--- config.mk ---
export PLATFORM = sky130hd
export DESIGN_NAME = i2c_master_collision_brg
export DESIGN_NICKNAME = d
export VERILOG_FILES = /design/src/logic/brg_pkg.sv /design/src/logic/i2c_master_collision_brg.sv
export SDC_FILE = /design/constraint.sdc
export NUM_CORES = 1
export LEC_CHECK = 0
export ABC_AREA = 1
export BUFFER_PORTS_ARGS = -buffer_cell sky130_fd_sc_hd__buf_2
export CORE_MARGIN = 2
export CORE_UTILIZATION = 55
export CTS_BUF_LIST = sky130_fd_sc_hd__clkbuf_4 sky130_fd_sc_hd__clkbuf_8 sky130_fd_sc_hd__clkbuf_16
export CTS_CLUSTER_SIZE = 16
export DETAILED_ROUTE_END_ITERATION = 10
export PLACE_DENSITY = 0.8
export RECOVER_POWER = 25
export SETUP_SLACK_MARGIN = 0.4
export SYNTH_ARGS = -nofsm -noshare
export SYNTH_HDL_FRONTEND = slang
export SYNTH_SLANG_ARGS = --single-unit
--- constraint.sdc ---
create_clock -name mclk -period 1.9 [get_ports mclk]
set_input_delay 0.38 -clock mclk [delete_from_list [all_inputs] [get_ports mclk]]
set_output_delay 0.38 -clock mclk [all_outputs]
set_load 0.01 [all_outputs]
--- src/logic/brg_pkg.sv ---
// package for the multi-master i2c collision and baud generator block
// assumes a single 40 MHz clock domain and an axi4-lite register bus
package brg_pkg;
  // register byte offsets
  localparam logic [7:0] ofs_baud_reload = 8'h00;
  localparam logic [7:0] ofs_serial_buffer = 8'h04;
  localparam logic [7:0] ofs_control_two = 8'h08;
  localparam logic [7:0] ofs_status = 8'h0c;
  localparam logic [7:0] ofs_irq_status = 8'h10;
  localparam logic [7:0] ofs_irq_mask = 8'h14;
  // control_two_reg field positions
  localparam int bit_sen = 0;
  localparam int bit_rsen = 1;
  localparam int bit_pen = 2;
  localparam int bit_ack = 4;
  // irq status bits
  localparam int irq_bcl = 0;
  localparam int irq_done = 1;
  // reset values
  localparam logic [7:0] rst_reload = 8'h09;
  localparam logic [7:0] rst_zero8 = 8'h00;
  // last prescaler count; four oscillator cycles per instruction cycle
  localparam logic [1:0] presc_last = 2'h3;
  // axi response codes
  localparam logic [1:0] resp_okay = 2'h0;
  localparam logic [1:0] resp_slverr = 2'h2;
  // sequencer states, one-hot
  typedef enum logic [7:0] {
    st_idle = 8'h01,
    st_rs_sda_rel = 8'h02,
    st_rs_scl_rel = 8'h04,
    st_rs_hold = 8'h08,
    st_rs_low = 8'h10,
    st_p_sda_low = 8'h20,
    st_p_scl_rel = 8'h40,
    st_p_sda_rel = 8'h80
  } seq_state_t;
  // bus line pair
  typedef struct packed {
    logic scl;
    logic sda;
  } i2c_lines_t;
endpackage : brg_pkg

--- src/logic/i2c_master_collision_brg.sv ---
// multi-master i2c repeated start and stop sequencer with reload baud counter
// assumes open-drain pins resolved outside; inputs synchronous to mclk
`timescale 1ns/10ps
module i2c_master_collision_brg
  import brg_pkg::*;
(
  input wire logic mclk,
  input wire logic reset_n,
  input wire logic [7:0] s_axi_awaddr,
  input wire logic s_axi_awvalid,
  output logic s_axi_awready,
  input wire logic [31:0] s_axi_wdata,
  input wire logic [3:0] s_axi_wstrb,
  input wire logic s_axi_wvalid,
  output logic s_axi_wready,
  output logic [1:0] s_axi_bresp,
  output logic s_axi_bvalid,
  input wire logic s_axi_bready,
  input wire logic [7:0] s_axi_araddr,
  input wire logic s_axi_arvalid,
  output logic s_axi_arready,
  output logic [31:0] s_axi_rdata,
  output logic [1:0] s_axi_rresp,
  output logic s_axi_rvalid,
  input wire logic s_axi_rready,
  input wire logic scl_i,
  output logic scl_o,
  output logic scl_oe,
  input wire logic sda_i,
  output logic sda_o,
  output logic sda_oe,
  output logic irq
);

  // register state
  logic [7:0] reload_ff;         // baud_reload_reg
  logic [7:0] buffer_ff;         // serial_buffer_reg
  logic [7:0] ctrl2_ff;          // control_two_reg
  logic [1:0] irq_stat_ff;       // sticky events
  logic [1:0] irq_mask_ff;       // interrupt enables
  // baud counter state
  logic [7:0] baud_counter_ff;
  logic [1:0] presc_ff;
  logic run_ff;                  // counter running
  // line drive state, high means pulling low
  i2c_lines_t pull_ff;
  seq_state_t state_ff;
  seq_state_t nxt_state;
  // axi holding state
  logic aw_ff;
  logic w_ff;
  logic [7:0] awaddr_ff;
  logic [31:0] wdata_ff;
  logic [3:0] wstrb_ff;
  logic bvalid_ff;
  logic [1:0] bresp_ff;
  logic rvalid_ff;
  logic [31:0] rdata_ff;
  logic [1:0] rresp_ff;

  // bus line view
  i2c_lines_t line;
  assign line.scl = scl_i;
  assign line.sda = sda_i;

  // open-drain outputs: drive zero only when pulling
  assign scl_o = 1'b0;
  assign sda_o = 1'b0;
  assign scl_oe = pull_ff.scl;
  assign sda_oe = pull_ff.sda;

  // instruction-cycle tick, one per four mclk cycles
  wire tick = run_ff && (presc_ff == presc_last);
  // expiry when the counter sits at zero on a tick
  wire expire = tick && (baud_counter_ff == rst_zero8);

  // write channel decode
  wire wr_go = aw_ff && w_ff && !bvalid_ff;
  wire wr_reload = wr_go && (awaddr_ff == ofs_baud_reload);
  wire wr_buffer = wr_go && (awaddr_ff == ofs_serial_buffer);
  wire wr_ctrl2 = wr_go && (awaddr_ff == ofs_control_two);
  wire wr_istat = wr_go && (awaddr_ff == ofs_irq_status);
  wire wr_imask = wr_go && (awaddr_ff == ofs_irq_mask);
  wire wr_hit = wr_reload | wr_buffer | wr_ctrl2 | wr_istat | wr_imask;
  wire wr_lane0 = wstrb_ff[0];
  wire idle_now = (state_ff == st_idle);

  // sequence requests from software, only taken while idle
  wire req_rsen = wr_ctrl2 && wr_lane0 && wdata_ff[bit_rsen] && idle_now;
  wire req_pen = wr_ctrl2 && wr_lane0 && wdata_ff[bit_pen] && idle_now;

  // collision detection per state
  logic bcl_event;
  logic seq_done;
  logic load_cnt;                // reload strobe into the counter
  logic start_cnt;
  always_comb begin
    nxt_state = state_ff;
    bcl_event = 1'b0;
    seq_done = 1'b0;
    load_cnt = 1'b0;
    start_cnt = 1'b0;
    case (state_ff)
      st_idle: begin
        if (req_rsen) begin
          nxt_state = st_rs_sda_rel;
        end else if (req_pen) begin
          nxt_state = st_p_sda_low;
        end
      end
      // sda released, wait for it high then count
      st_rs_sda_rel: begin
        if (!line.scl && !pull_ff.scl) begin
          bcl_event = 1'b1;
        end else if (!run_ff && line.sda) begin
          load_cnt = 1'b1;
          start_cnt = 1'b1;
        end else if (expire) begin
          nxt_state = st_rs_scl_rel;
        end
      end
      // scl released, sample sda once scl reads high
      st_rs_scl_rel: begin
        if (line.scl) begin
          if (!line.sda) begin
            bcl_event = 1'b1;
          end else begin
            load_cnt = 1'b1;
            start_cnt = 1'b1;
            nxt_state = st_rs_hold;
          end
        end
      end
      // second count: sda fall is harmless, scl fall collides
      st_rs_hold: begin
        if (!line.scl) begin
          bcl_event = 1'b1;
        end else if (expire) begin
          if (line.sda) begin
            load_cnt = 1'b1;
            nxt_state = st_rs_low;
          end
        end
      end
      // sda driven low, at expiry pull scl whatever it is
      st_rs_low: begin
        if (expire) begin
          seq_done = 1'b1;
          nxt_state = st_idle;
        end
      end
      // stop: sda pulled, wait for it low, then release scl
      st_p_sda_low: begin
        if (!line.sda) begin
          nxt_state = st_p_scl_rel;
        end
      end
      // scl released, on high count down
      st_p_scl_rel: begin
        if (!pull_ff.scl && line.scl && !run_ff) begin
          load_cnt = 1'b1;
          start_cnt = 1'b1;
        end else if (run_ff && !line.scl) begin
          bcl_event = 1'b1;
        end else if (expire) begin
          load_cnt = 1'b1;
          nxt_state = st_p_sda_rel;
        end
      end
      // sda released: sample after expiry
      st_p_sda_rel: begin
        if (!line.scl && !line.sda) begin
          bcl_event = 1'b1;
        end else if (expire) begin
          if (!line.sda) begin
            bcl_event = 1'b1;
          end else begin
            seq_done = 1'b1;
            nxt_state = st_idle;
          end
        end
      end
      default: begin
        nxt_state = st_idle;
      end
    endcase
    if (bcl_event) begin
      nxt_state = st_idle;
    end
  end

  // sequencer state
  always_ff @(posedge mclk or negedge reset_n) begin
    if (!reset_n) begin
      state_ff <= st_idle;
    end else begin
      state_ff <= nxt_state;
    end
  end

  // line drive: collision releases both lines
  always_ff @(posedge mclk or negedge reset_n) begin
    if (!reset_n) begin
      pull_ff <= '0;
    end else if (bcl_event) begin
      pull_ff <= '0;
    end else if (req_rsen) begin
      pull_ff.sda <= 1'b0;                                         // scl is pulled low here
      pull_ff.scl <= 1'b1;
    end else if (req_pen) begin
      pull_ff.sda <= 1'b1;
      pull_ff.scl <= 1'b1;
    end else if (state_ff == st_rs_sda_rel && expire) begin
      pull_ff.scl <= 1'b0;
    end else if (state_ff == st_rs_hold && expire && line.sda) begin
      pull_ff.sda <= 1'b1;
    end else if (state_ff == st_rs_low && expire) begin
      pull_ff.scl <= 1'b1;
    end else if (state_ff == st_p_sda_low && !line.sda) begin
      pull_ff.scl <= 1'b0;
    end else if (state_ff == st_p_scl_rel && expire) begin
      pull_ff.sda <= 1'b0;
    end
  end

  // baud counter with reload, prescale by four
  always_ff @(posedge mclk or negedge reset_n) begin
    if (!reset_n) begin
      baud_counter_ff <= rst_zero8;
      presc_ff <= '0;
      run_ff <= 1'b0;
    end else begin
      presc_ff <= run_ff ? presc_ff + 2'h1 : 2'h0;
      // a new request also halts a free-running count so the sequence reloads it
      if (bcl_event || seq_done || req_rsen || req_pen) begin
        run_ff <= 1'b0;
      end else if (wr_buffer && idle_now) begin
        run_ff <= 1'b1;
        baud_counter_ff <= reload_ff;
        presc_ff <= 2'h0;
      end else if (start_cnt) begin
        run_ff <= 1'b1;
        presc_ff <= 2'h0;
      end
      if (load_cnt) begin
        baud_counter_ff <= reload_ff;
      end else if (tick && baud_counter_ff != rst_zero8) begin
        baud_counter_ff <= baud_counter_ff - 8'h01;
      end else if (expire && idle_now) begin
        baud_counter_ff <= reload_ff;                              // free reload
      end
    end
  end

  // software registers; enables clear on completion or collision
  always_ff @(posedge mclk or negedge reset_n) begin
    if (!reset_n) begin
      reload_ff <= rst_reload;
      buffer_ff <= rst_zero8;
      ctrl2_ff <= rst_zero8;
      irq_mask_ff <= '0;
    end else begin
      if (wr_reload && wr_lane0) begin
        reload_ff <= wdata_ff[7:0];                                // not checked
      end
      if (wr_buffer && wr_lane0 && idle_now) begin
        buffer_ff <= wdata_ff[7:0];
      end
      if (wr_imask && wr_lane0) begin
        irq_mask_ff <= wdata_ff[1:0];
      end
      if (bcl_event || seq_done) begin
        ctrl2_ff[bit_sen] <= 1'b0;
        ctrl2_ff[bit_rsen] <= 1'b0;
        ctrl2_ff[bit_pen] <= 1'b0;
        ctrl2_ff[bit_ack] <= 1'b0;
      end else if (wr_ctrl2 && wr_lane0 && idle_now) begin
        ctrl2_ff <= wdata_ff[7:0];
      end
    end
  end

  // sticky interrupt status, set wins over write-one-to-clear
  wire [1:0] irq_set = {seq_done, bcl_event};
  wire [1:0] irq_clr = (wr_istat && wr_lane0) ? wdata_ff[1:0] : 2'h0;
  always_ff @(posedge mclk or negedge reset_n) begin
    if (!reset_n) begin
      irq_stat_ff <= '0;
    end else begin
      irq_stat_ff <= (irq_stat_ff & ~irq_clr) | irq_set;
    end
  end
  assign irq = |(irq_stat_ff & irq_mask_ff);

  // axi write: address and data latched in either order
  always_ff @(posedge mclk or negedge reset_n) begin
    if (!reset_n) begin
      aw_ff <= 1'b0;
      w_ff <= 1'b0;
      awaddr_ff <= '0;
      wdata_ff <= '0;
      wstrb_ff <= '0;
      bvalid_ff <= 1'b0;
      bresp_ff <= resp_okay;
    end else begin
      if (s_axi_awvalid && s_axi_awready) begin
        aw_ff <= 1'b1;
        awaddr_ff <= s_axi_awaddr;
      end
      if (s_axi_wvalid && s_axi_wready) begin
        w_ff <= 1'b1;
        wdata_ff <= s_axi_wdata;
        wstrb_ff <= s_axi_wstrb;
      end
      if (wr_go) begin
        aw_ff <= 1'b0;
        w_ff <= 1'b0;
        bvalid_ff <= 1'b1;
        bresp_ff <= wr_hit ? resp_okay : resp_slverr;
      end else if (bvalid_ff && s_axi_bready) begin
        bvalid_ff <= 1'b0;
      end
    end
  end
  assign s_axi_awready = !aw_ff && !bvalid_ff;
  assign s_axi_wready = !w_ff && !bvalid_ff;
  assign s_axi_bvalid = bvalid_ff;
  assign s_axi_bresp = bresp_ff;

  // axi read decode
  wire [7:0] status_byte = {2'h0, run_ff, pull_ff.scl, pull_ff.sda, line.scl, line.sda,
                            !idle_now};
  logic [31:0] rd_mux;
  logic rd_hit;
  always_comb begin
    rd_hit = 1'b1;
    case (s_axi_araddr)
      ofs_baud_reload: rd_mux = {24'h0, reload_ff};
      ofs_serial_buffer: rd_mux = {24'h0, buffer_ff};
      ofs_control_two: rd_mux = {24'h0, ctrl2_ff};
      ofs_status: rd_mux = {16'h0, baud_counter_ff, status_byte};
      ofs_irq_status: rd_mux = {30'h0, irq_stat_ff};
      ofs_irq_mask: rd_mux = {30'h0, irq_mask_ff};
      default: begin
        rd_mux = 32'h0;
        rd_hit = 1'b0;
      end
    endcase
  end
  always_ff @(posedge mclk or negedge reset_n) begin
    if (!reset_n) begin
      rvalid_ff <= 1'b0;
      rdata_ff <= '0;
      rresp_ff <= resp_okay;
    end else if (s_axi_arvalid && s_axi_arready) begin
      rvalid_ff <= 1'b1;
      rdata_ff <= rd_mux;
      rresp_ff <= rd_hit ? resp_okay : resp_slverr;
    end else if (rvalid_ff && s_axi_rready) begin
      rvalid_ff <= 1'b0;
    end
  end
  assign s_axi_arready = !rvalid_ff;
  assign s_axi_rvalid = rvalid_ff;
  assign s_axi_rdata = rdata_ff;
  assign s_axi_rresp = rresp_ff;

endmodule : i2c_master_collision_brg

# Word level (Yosys, flattened, before mapping)
# Cells that the tools add are included.
word_totals:
  register_bits: 106
  out_inout_bits: 46
op_classes:
  bitwise: 9
  addsub: 2
  reduce_logical: 74
  muxes: 83
  eq_ne: 40
ops:
  columns: ["op", "count"]
  rows:
  - ["$mux W8", 24]
  - ["$pmux W16 S6", 1]
  - ["$pmux W8 S8", 1]
  - ["$ne A3 B3 Y1 const B", 16]
  - ["$logic_and A1 B1 Y1", 42]
  - ["$mux W1", 41]
  - ["$eq A8 B5 Y1 const B", 5]
  - ["$eq A8 B4 Y1 const B", 4]
  - ["$eq A8 B3 Y1 const B", 3]
  - ["$logic_not A8 Y1", 3]
  - ["$mux W2", 10]
  - ["$reduce_and A17 Y1", 1]
  - ["$ne A5 B5 Y1 const B", 3]
  - ["$reduce_bool A2 Y1", 5]
  - ["$logic_not A1 Y1", 9]
  - ["$eq A8 B1 Y1 const B", 1]
  - ["$eq A8 B2 Y1 const B", 1]
  - ["$eq A8 B6 Y1 const B", 1]
  - ["$eq A8 B7 Y1 const B", 1]
  - ["$eq A8 B8 Y1 const B", 1]
  - ["$reduce_bool A8 Y1", 1]
  - ["$sub A8 B1 Y8 const B", 1]
  - ["$reduce_and A2 Y1", 3]
  - ["$reduce_bool A6 Y1", 1]
  - ["other kinds (23)", 29]

# Logic depth before layout (Yosys ltp)
# Gate-level depths: netlist (run 1).
logic_depth:
  ltp_word: 13
  mapped_depth: 13
  depth_no_buf: 13

# Least setup slack after synthesis (run 1)
# Ideal clock, no wire load.
synth_path:
  path_kind: "register -> register"
  start: "reg baud_counter_ff[0]"
  end: "reg baud_counter_ff[0]"
  arrival_ps: 1639
  required_ps: 1834
  path_stages_with_launch: 14
  setup_time_ps: 66
  path_slack_ps: 195
  path_cell_list: "dfrtp_1 inv_1 ha_1 nand3_1 nor2_4 nand2_2 buf_6 nor3_4 nand2_4 nand2_4 nand2_1 nand2_1 nand2_1 nand2_1"
synth_between:
  elab_chain_cells: 10
  word_cells_on_any_way: 26
synth_lines:
  columns: ["item", "line", "text"]
  rows:
  - ["start, declared", "i2c_master_collision_brg.sv:42", "logic [7:0] baud_counter_ff;"]
  - ["start signal, assigned", "i2c_master_collision_brg.sv:229", "baud_counter_ff <= rst_zero8;"]
  - ["start signal, assigned", "i2c_master_collision_brg.sv:239", "baud_counter_ff <= reload_ff;"]
  - ["start signal, assigned", "i2c_master_collision_brg.sv:246", "baud_counter_ff <= reload_ff;"]
  - ["$logic_not A8 Y1", "i2c_master_collision_brg.sv:75", "wire expire = tick && (baud_counter_ff == rst_zero8);"]
  - ["$logic_and A1 B1 Y1", "i2c_master_collision_brg.sv:75", null]
  - ["$mux W1 (on tied branches)", "i2c_master_collision_brg.sv:174, i2c_master_collision_brg.sv:138", null]
  - ["$mux W1", "i2c_master_collision_brg.sv:172", "if (!line.scl && !line.sda) begin"]
  - ["$pmux W1 S5 / $pmux W1 S2 (equally long branches)", "i2c_master_collision_brg.sv:103", "case (state_ff)"]
  - ["$logic_or A1 B1 Y1 (3 in a row)", "i2c_master_collision_brg.sv:235", "if (bcl_event || seq_done || req_rsen || req_pen) begin"]
  - ["$ne A4 B2 Y1 (no line)", null, null]
  - ["$reduce_and A2 Y1 (no line)", null, null]
# Parallel ways exist; a longest one is shown, timed or not.
# A chain may end at the register's enable or synchronous reset.

# Worst setup path in the final report (run 1)
layout_path:
  start: "reg state_ff[0]"
  end: "reg state_ff[5]"
layout_between:
  elab_chain_cells: 5
  word_cells_on_any_way: 32
layout_lines:
  columns: ["item", "line", "text"]
  rows:
  - ["start, declared", "i2c_master_collision_brg.sv:47", "seq_state_t state_ff;"]
  - ["start signal, assigned", "i2c_master_collision_brg.sv:195", "state_ff <= st_idle;"]
  - ["start signal, assigned", "i2c_master_collision_brg.sv:197", "state_ff <= nxt_state;"]
  - ["branches (longest 5 deep; another with $reduce_and A17 Y1)", null, null]
# Several ways; the timed one is not identified.

==> flow_summary.toml, run 1 <==
[cts]
root_buffer = "clkbuf_8"
clk_path_buf_depth = 2
clk_pin_slew_ns = 0.10
cts_buffers = 9
clkSinkCount = 88
htree_levels = 3
cts_tree = "yes"
clk_latency_ns = 0.38

[floorplanning]
rows = 34
die-area_um2 = 9900
core_um2 = 8760
die_w_um = 99.5
io_pins = 107
initial_utilization = 0.573
die_y_um = 99.5

[synth]
synth_top_area_share = 0.424
syn_avg_cell_area_um2 = 7.74
yosysTopAreaCell = "dfrtp_1"
syn-cell-area_um2 = 5020
synthTopCellsByCount = "nand2_1 (168), dfrtp_1 (85), inv_1 (63), nand3_1 (59), nor2_1 (59)"
muxShareOfSynthArea = 0.0112
synth_top_family_by_area = "simple AND/OR/NAND/NOR gates"
synthTopCellsByArea = "dfrtp_1 (42%), nand2_1 (13%), nand3_1 (5.9%)"
synthAdderAreaFrac = 0.00748
synth_warnings = 0
seq_area_frac_synth = 0.440
synth_xor_area_frac = 0.00349
synth.distinct_cells = 42
synthSimpleGateAreaFrac = 0.337
synthArstFlopShare = 1.00
syn_inst = 648
synth.most_common_cell = "nand2_1"
synth_compound_area_frac = 0.104
ys_seq_elements = 88
ys.flop_type = "dfrtp_1"
synth-edff-count = 0

[worst_setup_path]
path_buf_inv = 1
cp_slowest_cell = "dfstp_2"
critPathMaxStageDelay_ns = 0.60
arrival_ns = 2.15
cpLargestDelayFamily = "simple AND/OR/NAND/NOR gates"
endpoint_kind = "flop"
start_kind = "flop"
crit_required_ns = 2.21
path_max_fanout = 6
critPathKind = "flop to flop"
crit_chain = "nor2_4 -> nand2_4 -> inv_4 -> nand2_1 -> nand3_1 -> nor2_1 -> nor2_1 -> nor2_2 -> nand4_1 -> nand2_1"

[pwr]
powerDensity_nw_per_um2 = 808
vdd_drop_max_mv = 0.914
p_leak_nw = 3.27
total_power_mw = 5.18

[global_routing]
overflow = 0
grt_pass1_wl_um = 21000
grt_antenna_before_repair = 0
grt_max_degree = 39
track_usage = 0.267
grt_pass1_vias = 4449

[place]
io_buffers = 59
dp_hpwl_um = 9190
place_congestion = 0.974
postPlaceCellArea_um2 = 5540

[timing]
drv_slew = 0
rsz0062_at_grt = "true"
max_freq_mhz = 543
tightest_slew_ns = 0.862
slew_headroom = 0.425
whs_ns = 0.182
setup_viol = 0
finClkSkew_ns = 0.0144
hold_viol = 0
post-route-period-util = 0.970
period_needed_ns = 1.84

[final_layout]
drive_gt1_frac = 0.333
finalInstanceArea_um2 = 6400
n_antenna_cell = 0
nFillCells = 658
area_growth_pct = 27.6
fin_util = 0.731
final_nets = 825

[route]
drt_iter0_markers = 373
vias = 4885
drt_first_pass_iters = 5
wl_um = 14200
antenna_left = 0
drc = 0
avgViaCountPerCell = 5.59
wl_per_cell_um = 16.3

[outcome]
status = "finished clean"

[job]
cap_violations = 0

[hold_path]
min_path_type = "input port to flop"
[power breakdown]
group / leakage, nW / switching (mW) / internal [mW] / total [mW]
clock: 0.0940 / 0.768 / 0.503 / 1.27
combinational: 2.05 / 0.865 / 0.566 / 1.43
sequential: 1.12 / 0.282 / 2.19 / 2.47
[layer usage]
layer / GRT usage / wire length (um) / vias to the layer above
met1: 0.359 / 5860 / 2280
li1: - / - / 2321
met2: 0.444 / 6980 / 247
met4: 0.0948 / 385 / 0
met5: 0 / 0 / -
met3: 0.0401 / 981 / 37
[path summary, 6_finish.rpt]
check,start,endpoint,slack (ns),cells after the start
worst max-delay path,state_ff[0],state_ff[5],0.06,10
worst max register to register,state_ff[0],state_ff[5],0.06,10
worst min-delay path,s_axi_rready,s_axi_rvalid,0.18,2
worst min register to register,presc_ff[0],presc_ff[0],0.46,1
max in group asynchronous,reset_n,buffer_ff[4],0.45,3
min in group asynchronous,reset_n,s_axi_rdata[14],0.65,2
[final cells by class]
| cell class | count | area, um^2 | area share |
|---|---|---|---|
| Clock inverter | 7 | 61.3 | 0.00957 |
| Timing Repair Buffer | 116 | 813 | 0.127 |
| Sequential cell | 88 | 2210 | 0.346 |
| Multi-Input combinational cell | 476 | 2790 | 0.436 |
| Clock buffer | 9 | 124 | 0.0193 |
| Tap cell | 108 | 135 | 0.0211 |
| Inverter | 70 | 265 | 0.0414 |
[cell families (layout without fill, tap and decap cells)]
family                   after synthesis  count (layout)
other                                  1              20
AND/OR/NAND/NOR                      350             351
flip-flops                            88              88
XOR/XNOR                               2               2
adder cells (fa/ha/maj)                3               3
multiplexers                           5               5
AO/OA/AOI/OAI                         95              95
buffers and inverters                104             202
[per-stage QoR]
| stage | setup TNS, ns | cells | setup slack, ns |
|---|---|---|---|
| after detailed placement | 0 | 823 | 0.0585 |
| final | 0 | 874 | 0.0569 |
| after CTS | 0 | 858 | 0.106 |
| after global routing | -0.0886 | 874 | -0.0396 |
| after floorplan | 0 | 667 | 0.275 |
| after global placement | 0 | 823 | 0.0944 |
[flip-flops by register name, summed over array words and instances (netlist names)]
| signal | cells |
|---|---|
| run_ff | 1 |
| irq_stat_ff | 2 |
| s_axi_rvalid | 1 |
| presc_ff | 2 |
| aw_ff | 1 |
| w_ff | 1 |
| state_ff | 8 |
| s_axi_bresp | 1 |
| irq_mask_ff | 2 |
| awaddr_ff | 8 |
| wstrb_ff | 1 |
| reload_ff | 8 |
| buffer_ff | 8 |
| s_axi_rdata | 16 |
| s_axi_rresp | 1 |
| sda_oe | 1 |
| s_axi_bvalid | 1 |
| baud_counter_ff | 8 |
| scl_oe | 1 |
| ctrl2_ff | 8 |
| wdata_ff | 8 |
[repair_timing]
action | 4_1_cts | 5_1_grt
resized for setup | 30 | 90
buffers inserted | 17 | 14
hold buffers | 1 | 0
gates cloned | 1 | 2
setup endpoints to repair | 42 | 60
pin swaps | 17 | 32
hold endpoints to repair | 29 | 0
[cells in the final DEF (no fill, tap or decap), drive strengths merged]
cell	n
a21oi	17
or2	1
dlygate4sd3	1
buf	114
nor3	9
nand2	175
ha	3
clkbuf	10
o21bai	2
nand3	64
clkinv	3
clkinvlp	1
conb	20
a22o	2
dfstp	3
dfrtp	85
nand4	21
o211ai	2
nor4	3
nor3b	2
o21ai	62
xor2	2
nand3b	1
o31ai	9
mux2	5
o22ai	1
inv	73
nor2	75
No activity file was read; power rests on OpenSTA's default activity.
==> inputs of run 2 (changes only) <==
--- a/config.mk
+++ b/config.mk
@@ -8,11 +8,11 @@
 export ABC_AREA = 1
 export BUFFER_PORTS_ARGS = -buffer_cell sky130_fd_sc_hd__buf_2
 export CORE_MARGIN = 2
-export CORE_UTILIZATION = 55
+export CORE_UTILIZATION = 45
 export CTS_BUF_LIST = sky130_fd_sc_hd__clkbuf_4 sky130_fd_sc_hd__clkbuf_8 sky130_fd_sc_hd__clkbuf_16
 export CTS_CLUSTER_SIZE = 16
 export DETAILED_ROUTE_END_ITERATION = 10
-export PLACE_DENSITY = 0.8
+export PLACE_DENSITY = 0.7
 export RECOVER_POWER = 25
 export SETUP_SLACK_MARGIN = 0.4
 export SYNTH_ARGS = -nofsm -noshare
==> constraint.sdc (replaced) <==
create_clock -name mclk -period 1.67 [get_ports mclk]
set_input_delay 0.334 -clock mclk [delete_from_list [all_inputs] [get_ports mclk]]
set_output_delay 0.334 -clock mclk [all_outputs]
set_load 0.01 [all_outputs]
==> run 2 against run 1 <==
  * Largest power group unchanged
  * Critical path depth grew 2
  * The flow now finishes with violations (setup timing)
  * Critical endpoint is now baud_counter_ff[2]
  * Worst hold slack lost 0.059 ns
  * Cell count grew 11%
  * Flip-flop and latch count is the same
  * Power grew 30%
  * Critical path type unchanged
  * Highest routed layer unchanged
  * First-iteration DRC count shrank 6.7%
  * Global-route usage shrank 1.8 points
==> flow_summary.toml, run 2 (synthesis gave the netlist of run 1 again) <==
[outcome]
status = "finished with violations"
violations = "setup timing"

[route]
antenna_left = 0
drc = 0
wl_um = 15000
dr_wl_met2_um = 7590
highest_layer = "met4"
drt_iter0_markers = 348
met1_length_um = 6330
wl_per_cell_um = 15.5
vias = 5159
drt_first_pass_iters = 5
avgViaCountPerCell = 5.31
wl_met3_um = 681

[cts]
clk_pin_slew_ns = 0.10
clk_path_buf_depth = 2
root_buffer = "clkbuf_8"
htree_levels = 3
clkSinkCount = 88
cts_tree = "yes"
cts_buffers = 9
clk_latency_ns = 0.38

[timing]
whs_ns = 0.123
max_freq_mhz = 567
hold_viol = 0
rsz0062_at_grt = "true"
post-route-period-util = 1.06
finClkSkew_ns = 0.0129
period_needed_ns = 1.76
setup_ws_ns = -0.0936
setup_viol = 23
slew_headroom = 0.322
drv_slew = 0
tightest_slew_ns = 1.02

[worst_setup_path]
path_max_fanout = 8
critPathMaxStageDelay_ns = 0.41
crit_cells = 12
reg2reg_depth = 12
crit_chain = "inv_2 -> ha_4 -> nand3_4 -> nor2_4 -> nand2_4 -> nor2_4 -> nand2_2 -> nor2_4 -> nor2_8 -> nand3_4 -> nand2_1 -> nand2_1"
crit_top_cell = "nor2_4"
path_buf_inv = 1
cpLargestDelayFamily = "simple AND/OR/NAND/NOR gates"
arrival_ns = 2.09
critPathKind = "flop to flop"
cp_slowest_cell = "dfrtp_1"
start_kind = "flop"
endpoint_kind = "flop"
crit_required_ns = 2.00

[final_layout]
nFillCells = 822
mostFrequentLayoutCells = "nand2_1 (122), buf_4 (91), dfrtp_1 (77)"
finalInstanceArea_um2 = 7380
drive_gt1_frac = 0.445
stdcell_count = 972
area_growth_pct = 47.0
multiInputGateArea_um2 = 3120
fin_util = 0.681
final_common_cell = "nand2_1"
n_antenna_cell = 0
largest_register_ffs = 16
regArea_um2 = 2220
final_nets = 892

[place]
io_buffers = 59
dp.cells = 895
place_congestion = 0.905
dp_slack_ns = -0.157
dp_hpwl_um = 9650
postPlaceCellArea_um2 = 5990

[floorplanning]
rows = 38
die_w_um = 110
io_pins = 107
initial_utilization = 0.463
die-area_um2 = 12000
core_um2 = 10800
die_y_um = 110

[hold_path]
hold_depth = 2
min_path_type = "input port to flop"

[pwr]
powerDensity_nw_per_um2 = 915
vdd_drop_max_mv = 1.09
p_leak_nw = 3.76

[global_routing]
grt_antenna_before_repair = 0
grt_max_degree = 38
overflow = 0
grt_pass1_wl_um = 23100
grt_pass1_vias = 4828
track_usage = 0.249

[job]
cap_violations = 0
[run 2: cell types whose count changed in the layout (fill, tap and decap cells not counted), sizes merged]
cell      previous run  this run
clkinv               3         1
clkbuf              10        11
buf                114       176
bufinv               0         1
nand4               21        22
nand3               64        65
inv                 73        74
nand2              175       176
clkinvlp             1         0
nor2                75        76
[run 2: metrics by stage]
stage          TNS, ns  power (mW)
6_report         -1.60        6.75
5_1_grt          -5.77        7.08
4_1_cts         -0.815        6.27
3_5_place_dp     -1.82        4.23
3_3_place_gp     -1.13        4.16
2_1_floorplan        0        3.71
[run 2: metal layers]
metal | vias to the layer above | GRT usage
met3 | 40 | 0.0445
li1 | 2468 | -
met4 | 0 | 0.0859
met5 | - | 0
met2 | 188 | 0.420
met1 | 2463 | 0.323
[run 2: timing repair]
item,CTS,global route
setup buffers,29,26
hold buffers,1,0
gates cloned,5,1
hold endpoints to repair,32,0
pin swaps,28,22
endpoints found under the setup margin,68,96
gates resized for setup,101,88
[run 2: report_power, final]
part	total (mW)	switching (mW)	leakage, nW	internal [mW]
clock network	1.59	0.882	0.101	0.712
logic	2.34	1.28	2.54	1.06
registers	2.82	0.320	1.12	2.50
[run 2: worst paths after layout]
path / from / end / slack [ns]
worst max-delay path: baud_counter_ff[1] / baud_counter_ff[2] / -0.09
worst min-delay path: s_axi_rready / s_axi_rvalid / 0.12
worst max register to register: baud_counter_ff[1] / baud_counter_ff[2] / -0.09
worst min register to register: s_axi_rdata[8] / s_axi_rdata[8] / 0.49
max in group asynchronous: reset_n / state_ff[0] / 0.12
min in group asynchronous: reset_n / s_axi_rdata[14] / 0.65
[run 2: layout make-up]
cell class	instances	area share
Inverter	70	0.0366
Timing Repair Buffer	179	0.189
Sequential cell	88	0.300
Clock buffer	9	0.0168
Multi-Input combinational cell	480	0.423
Clock inverter	6	0.0100
Tap cell	140	0.0237
==> inputs of run 3 (changes only) <==
--- a/config.mk
+++ b/config.mk
@@ -8,13 +8,14 @@
 export ABC_AREA = 1
 export BUFFER_PORTS_ARGS = -buffer_cell sky130_fd_sc_hd__buf_2
 export CORE_MARGIN = 2
-export CORE_UTILIZATION = 45
+export CORE_UTILIZATION = 50
 export CTS_BUF_LIST = sky130_fd_sc_hd__clkbuf_4 sky130_fd_sc_hd__clkbuf_8 sky130_fd_sc_hd__clkbuf_16
 export CTS_CLUSTER_SIZE = 16
 export DETAILED_ROUTE_END_ITERATION = 10
-export PLACE_DENSITY = 0.7
+export PLACE_DENSITY = 0.77
 export RECOVER_POWER = 25
 export SETUP_SLACK_MARGIN = 0.4
+export SKIP_LAST_GASP = 1
 export SYNTH_ARGS = -nofsm -noshare
 export SYNTH_HDL_FRONTEND = slang
 export SYNTH_SLANG_ARGS = --single-unit
==> run 3 against run 2 <==
  * The run still ends with setup timing left
  * Sequential share of layout area is 1.0 points lower
  * Critical path depth unchanged
  * Largest power group unchanged
  * Die area fell by 9.6%
  * Global-route usage is 2.2 points higher
  * Non-clock buffer count is 5 higher
  * Critical path type unchanged
  * Fmax decreased by 3.4%
  * First-iteration DRC count increased by 35%
  * Highest routed layer unchanged
  * Routed wire length up 13%
  * Largest cell class unchanged
==> flow_summary.toml, run 3 (synthesis gave the netlist of run 1 again) <==
[route]
vias = 5471
drc = 0
wl_per_cell_um = 17.4
wl_um = 17000
drt_first_pass_iters = 7
avgViaCountPerCell = 5.63
drt_iter0_markers = 471
antenna_left = 0

[global_routing]
overflow = 0
grt_max_degree = 34
grt_antenna_before_repair = 0
track_usage = 0.272
grt_pass1_vias = 4861
grt_pass1_wl_um = 23600

[job]
cap_violations = 0

[place]
dp_hpwl_um = 9700
dp_slack_ns = -0.182
io_buffers = 59
place_congestion = 0.994

[timing]
hold_viol = 0
slew_headroom = 0.421
fin_setup_tns_ns = -2.81
setup_viol = 36
setup_ws_ns = -0.156
max_freq_mhz = 548
finClkSkew_ns = 0.0110
post-route-period-util = 1.09
drv_slew = 0
rsz0062_at_grt = "true"
tightest_slew_ns = 0.868
period_needed_ns = 1.83

[pwr]
total_power_mw = 6.94
p_sw_frac = 0.372
vdd_drop_max_mv = 1.22
internal_power_mw = 4.36
clkPwrFrac = 0.229
combPwrFrac = 0.364
powerDensity_nw_per_um2 = 909
switching_power_mw = 2.58
p_leak_nw = 3.82
sequentialPowerShare = 0.408

[final_layout]
drive_gt1_frac = 0.466
final_nets = 898
n_antenna_cell = 0
mostFrequentLayoutCells = "nand2_1 (127), buf_4 (85), dfrtp_1 (76)"
fin_util = 0.781
area_growth_pct = 52.2
final_common_cell = "nand2_1"
largest_register_ffs = 16

[floorplanning]
initial_utilization = 0.513
rows = 36
io_pins = 107
die-area_um2 = 10900
die_w_um = 104
core_um2 = 9770
die_y_um = 104

[outcome]
status = "finished with violations"
violations = "setup timing"

[worst_setup_path]
start_kind = "flop"
endpoint_kind = "flop"
critPathMaxStageDelay_ns = 0.40
path_max_fanout = 8
crit_required_ns = 1.99
crit_chain = "inv_2 -> ha_4 -> nand3_4 -> nor2_4 -> nand2_4 -> nor2_1 -> nand2_1 -> nand2_4 -> nor2_8 -> nand3_4 -> nand2_2 -> nand2_1"
r2r_setup_slack_ns = -0.16
cp_slowest_cell = "dfrtp_1"
arrival_ns = 2.14
critPathKind = "flop to flop"

[cts]
root_buffer = "clkbuf_8"
clk_path_buf_depth = 2
clk_latency_ns = 0.38
htree_levels = 3
clk_pin_slew_ns = 0.09
cts_buffers = 9
clkSinkCount = 88
cts_tree = "yes"

[hold_path]
min_path_type = "input port to flop"
run 3: cell count changes in the layout (fill, tap and decap cells not counted), moves of 4 or more:
cell,previous run,this run
nand2_2,38,28
buf_6,27,36
o21ai_1,35,28
o21ai_2,9,16
buf_4,91,85
o31ai_1,7,1
o31ai_4,0,6
mux2_2,0,5
mux2_4,5,0
nand2_1,122,127
nand2_4,14,18
run 3: power by group through the flow:
stage / clock, mW / combinational (mW) / sequential, mW
2_1_floorplan: 0 / 0.937 / 2.78
3_3_place_gp: 0 / 1.34 / 2.81
3_5_place_dp: 0 / 1.39 / 2.83
4_1_cts: 1.56 / 1.87 / 2.78
5_1_grt: 1.66 / 2.70 / 2.86
6_report: 1.59 / 2.53 / 2.83
run 3: final cells by class:
type	instances	area, um^2
Tap cell	133	166
Timing Repair Buffer	184	1510
Multi-Input combinational cell	481	3260
Sequential cell	88	2220
Inverter	70	272
Clock inverter	6	67.6
Clock buffer	10	138
Fill cell	591	2140
run 3: stage by stage:
step                      hold slack, ns  cells  area, um^2
after floorplan                   0.0384    667        5300
after global placement             0.302    886        5990
after detailed placement           0.308    886        5990
after CTS                          0.128    937        6790
after global routing               0.143    972        7640
final                              0.138    972        7640
run 3: worst paths after layout:
path	from	endpoint	cells past startpoint
worst max-delay path	baud_counter_ff[1]	baud_counter_ff[0]	12
worst min-delay path	s_axi_rready	s_axi_rvalid	2
worst max register to register	baud_counter_ff[1]	baud_counter_ff[0]	12
worst min register to register	s_axi_rdata[2]	s_axi_rdata[2]	2
max in group asynchronous	reset_n	state_ff[0]	3
min in group asynchronous	reset_n	s_axi_rdata[12]	2
run 3: repair_timing:
item / CTS / global route
setup buffers: 29 / 33
endpoints found under the hold margin: 29 / 0
gates cloned: 5 / 2
endpoints found under the setup margin: 71 / 86
pin swaps: 32 / 46
hold buffers: 1 / 0
gates resized for setup: 75 / 144
run 3: critical path, delay by kind of cell, from the launching register on:
family	cells	cell delay, ns
buffers and inverters	1	0.09
AND/OR/NAND/NOR	10	1.12
flip-flops	1	0.40
adder cells (fa/ha/maj)	1	0.14
run 3: metal layers:
layer	GRT usage	vias up	wire (um)
met3	0.0476	62	1170
li1	-	2480	-
met2	0.454	291	8690
met4	0.112	0	674
met5	0	-	0
met1	0.349	2638	6420
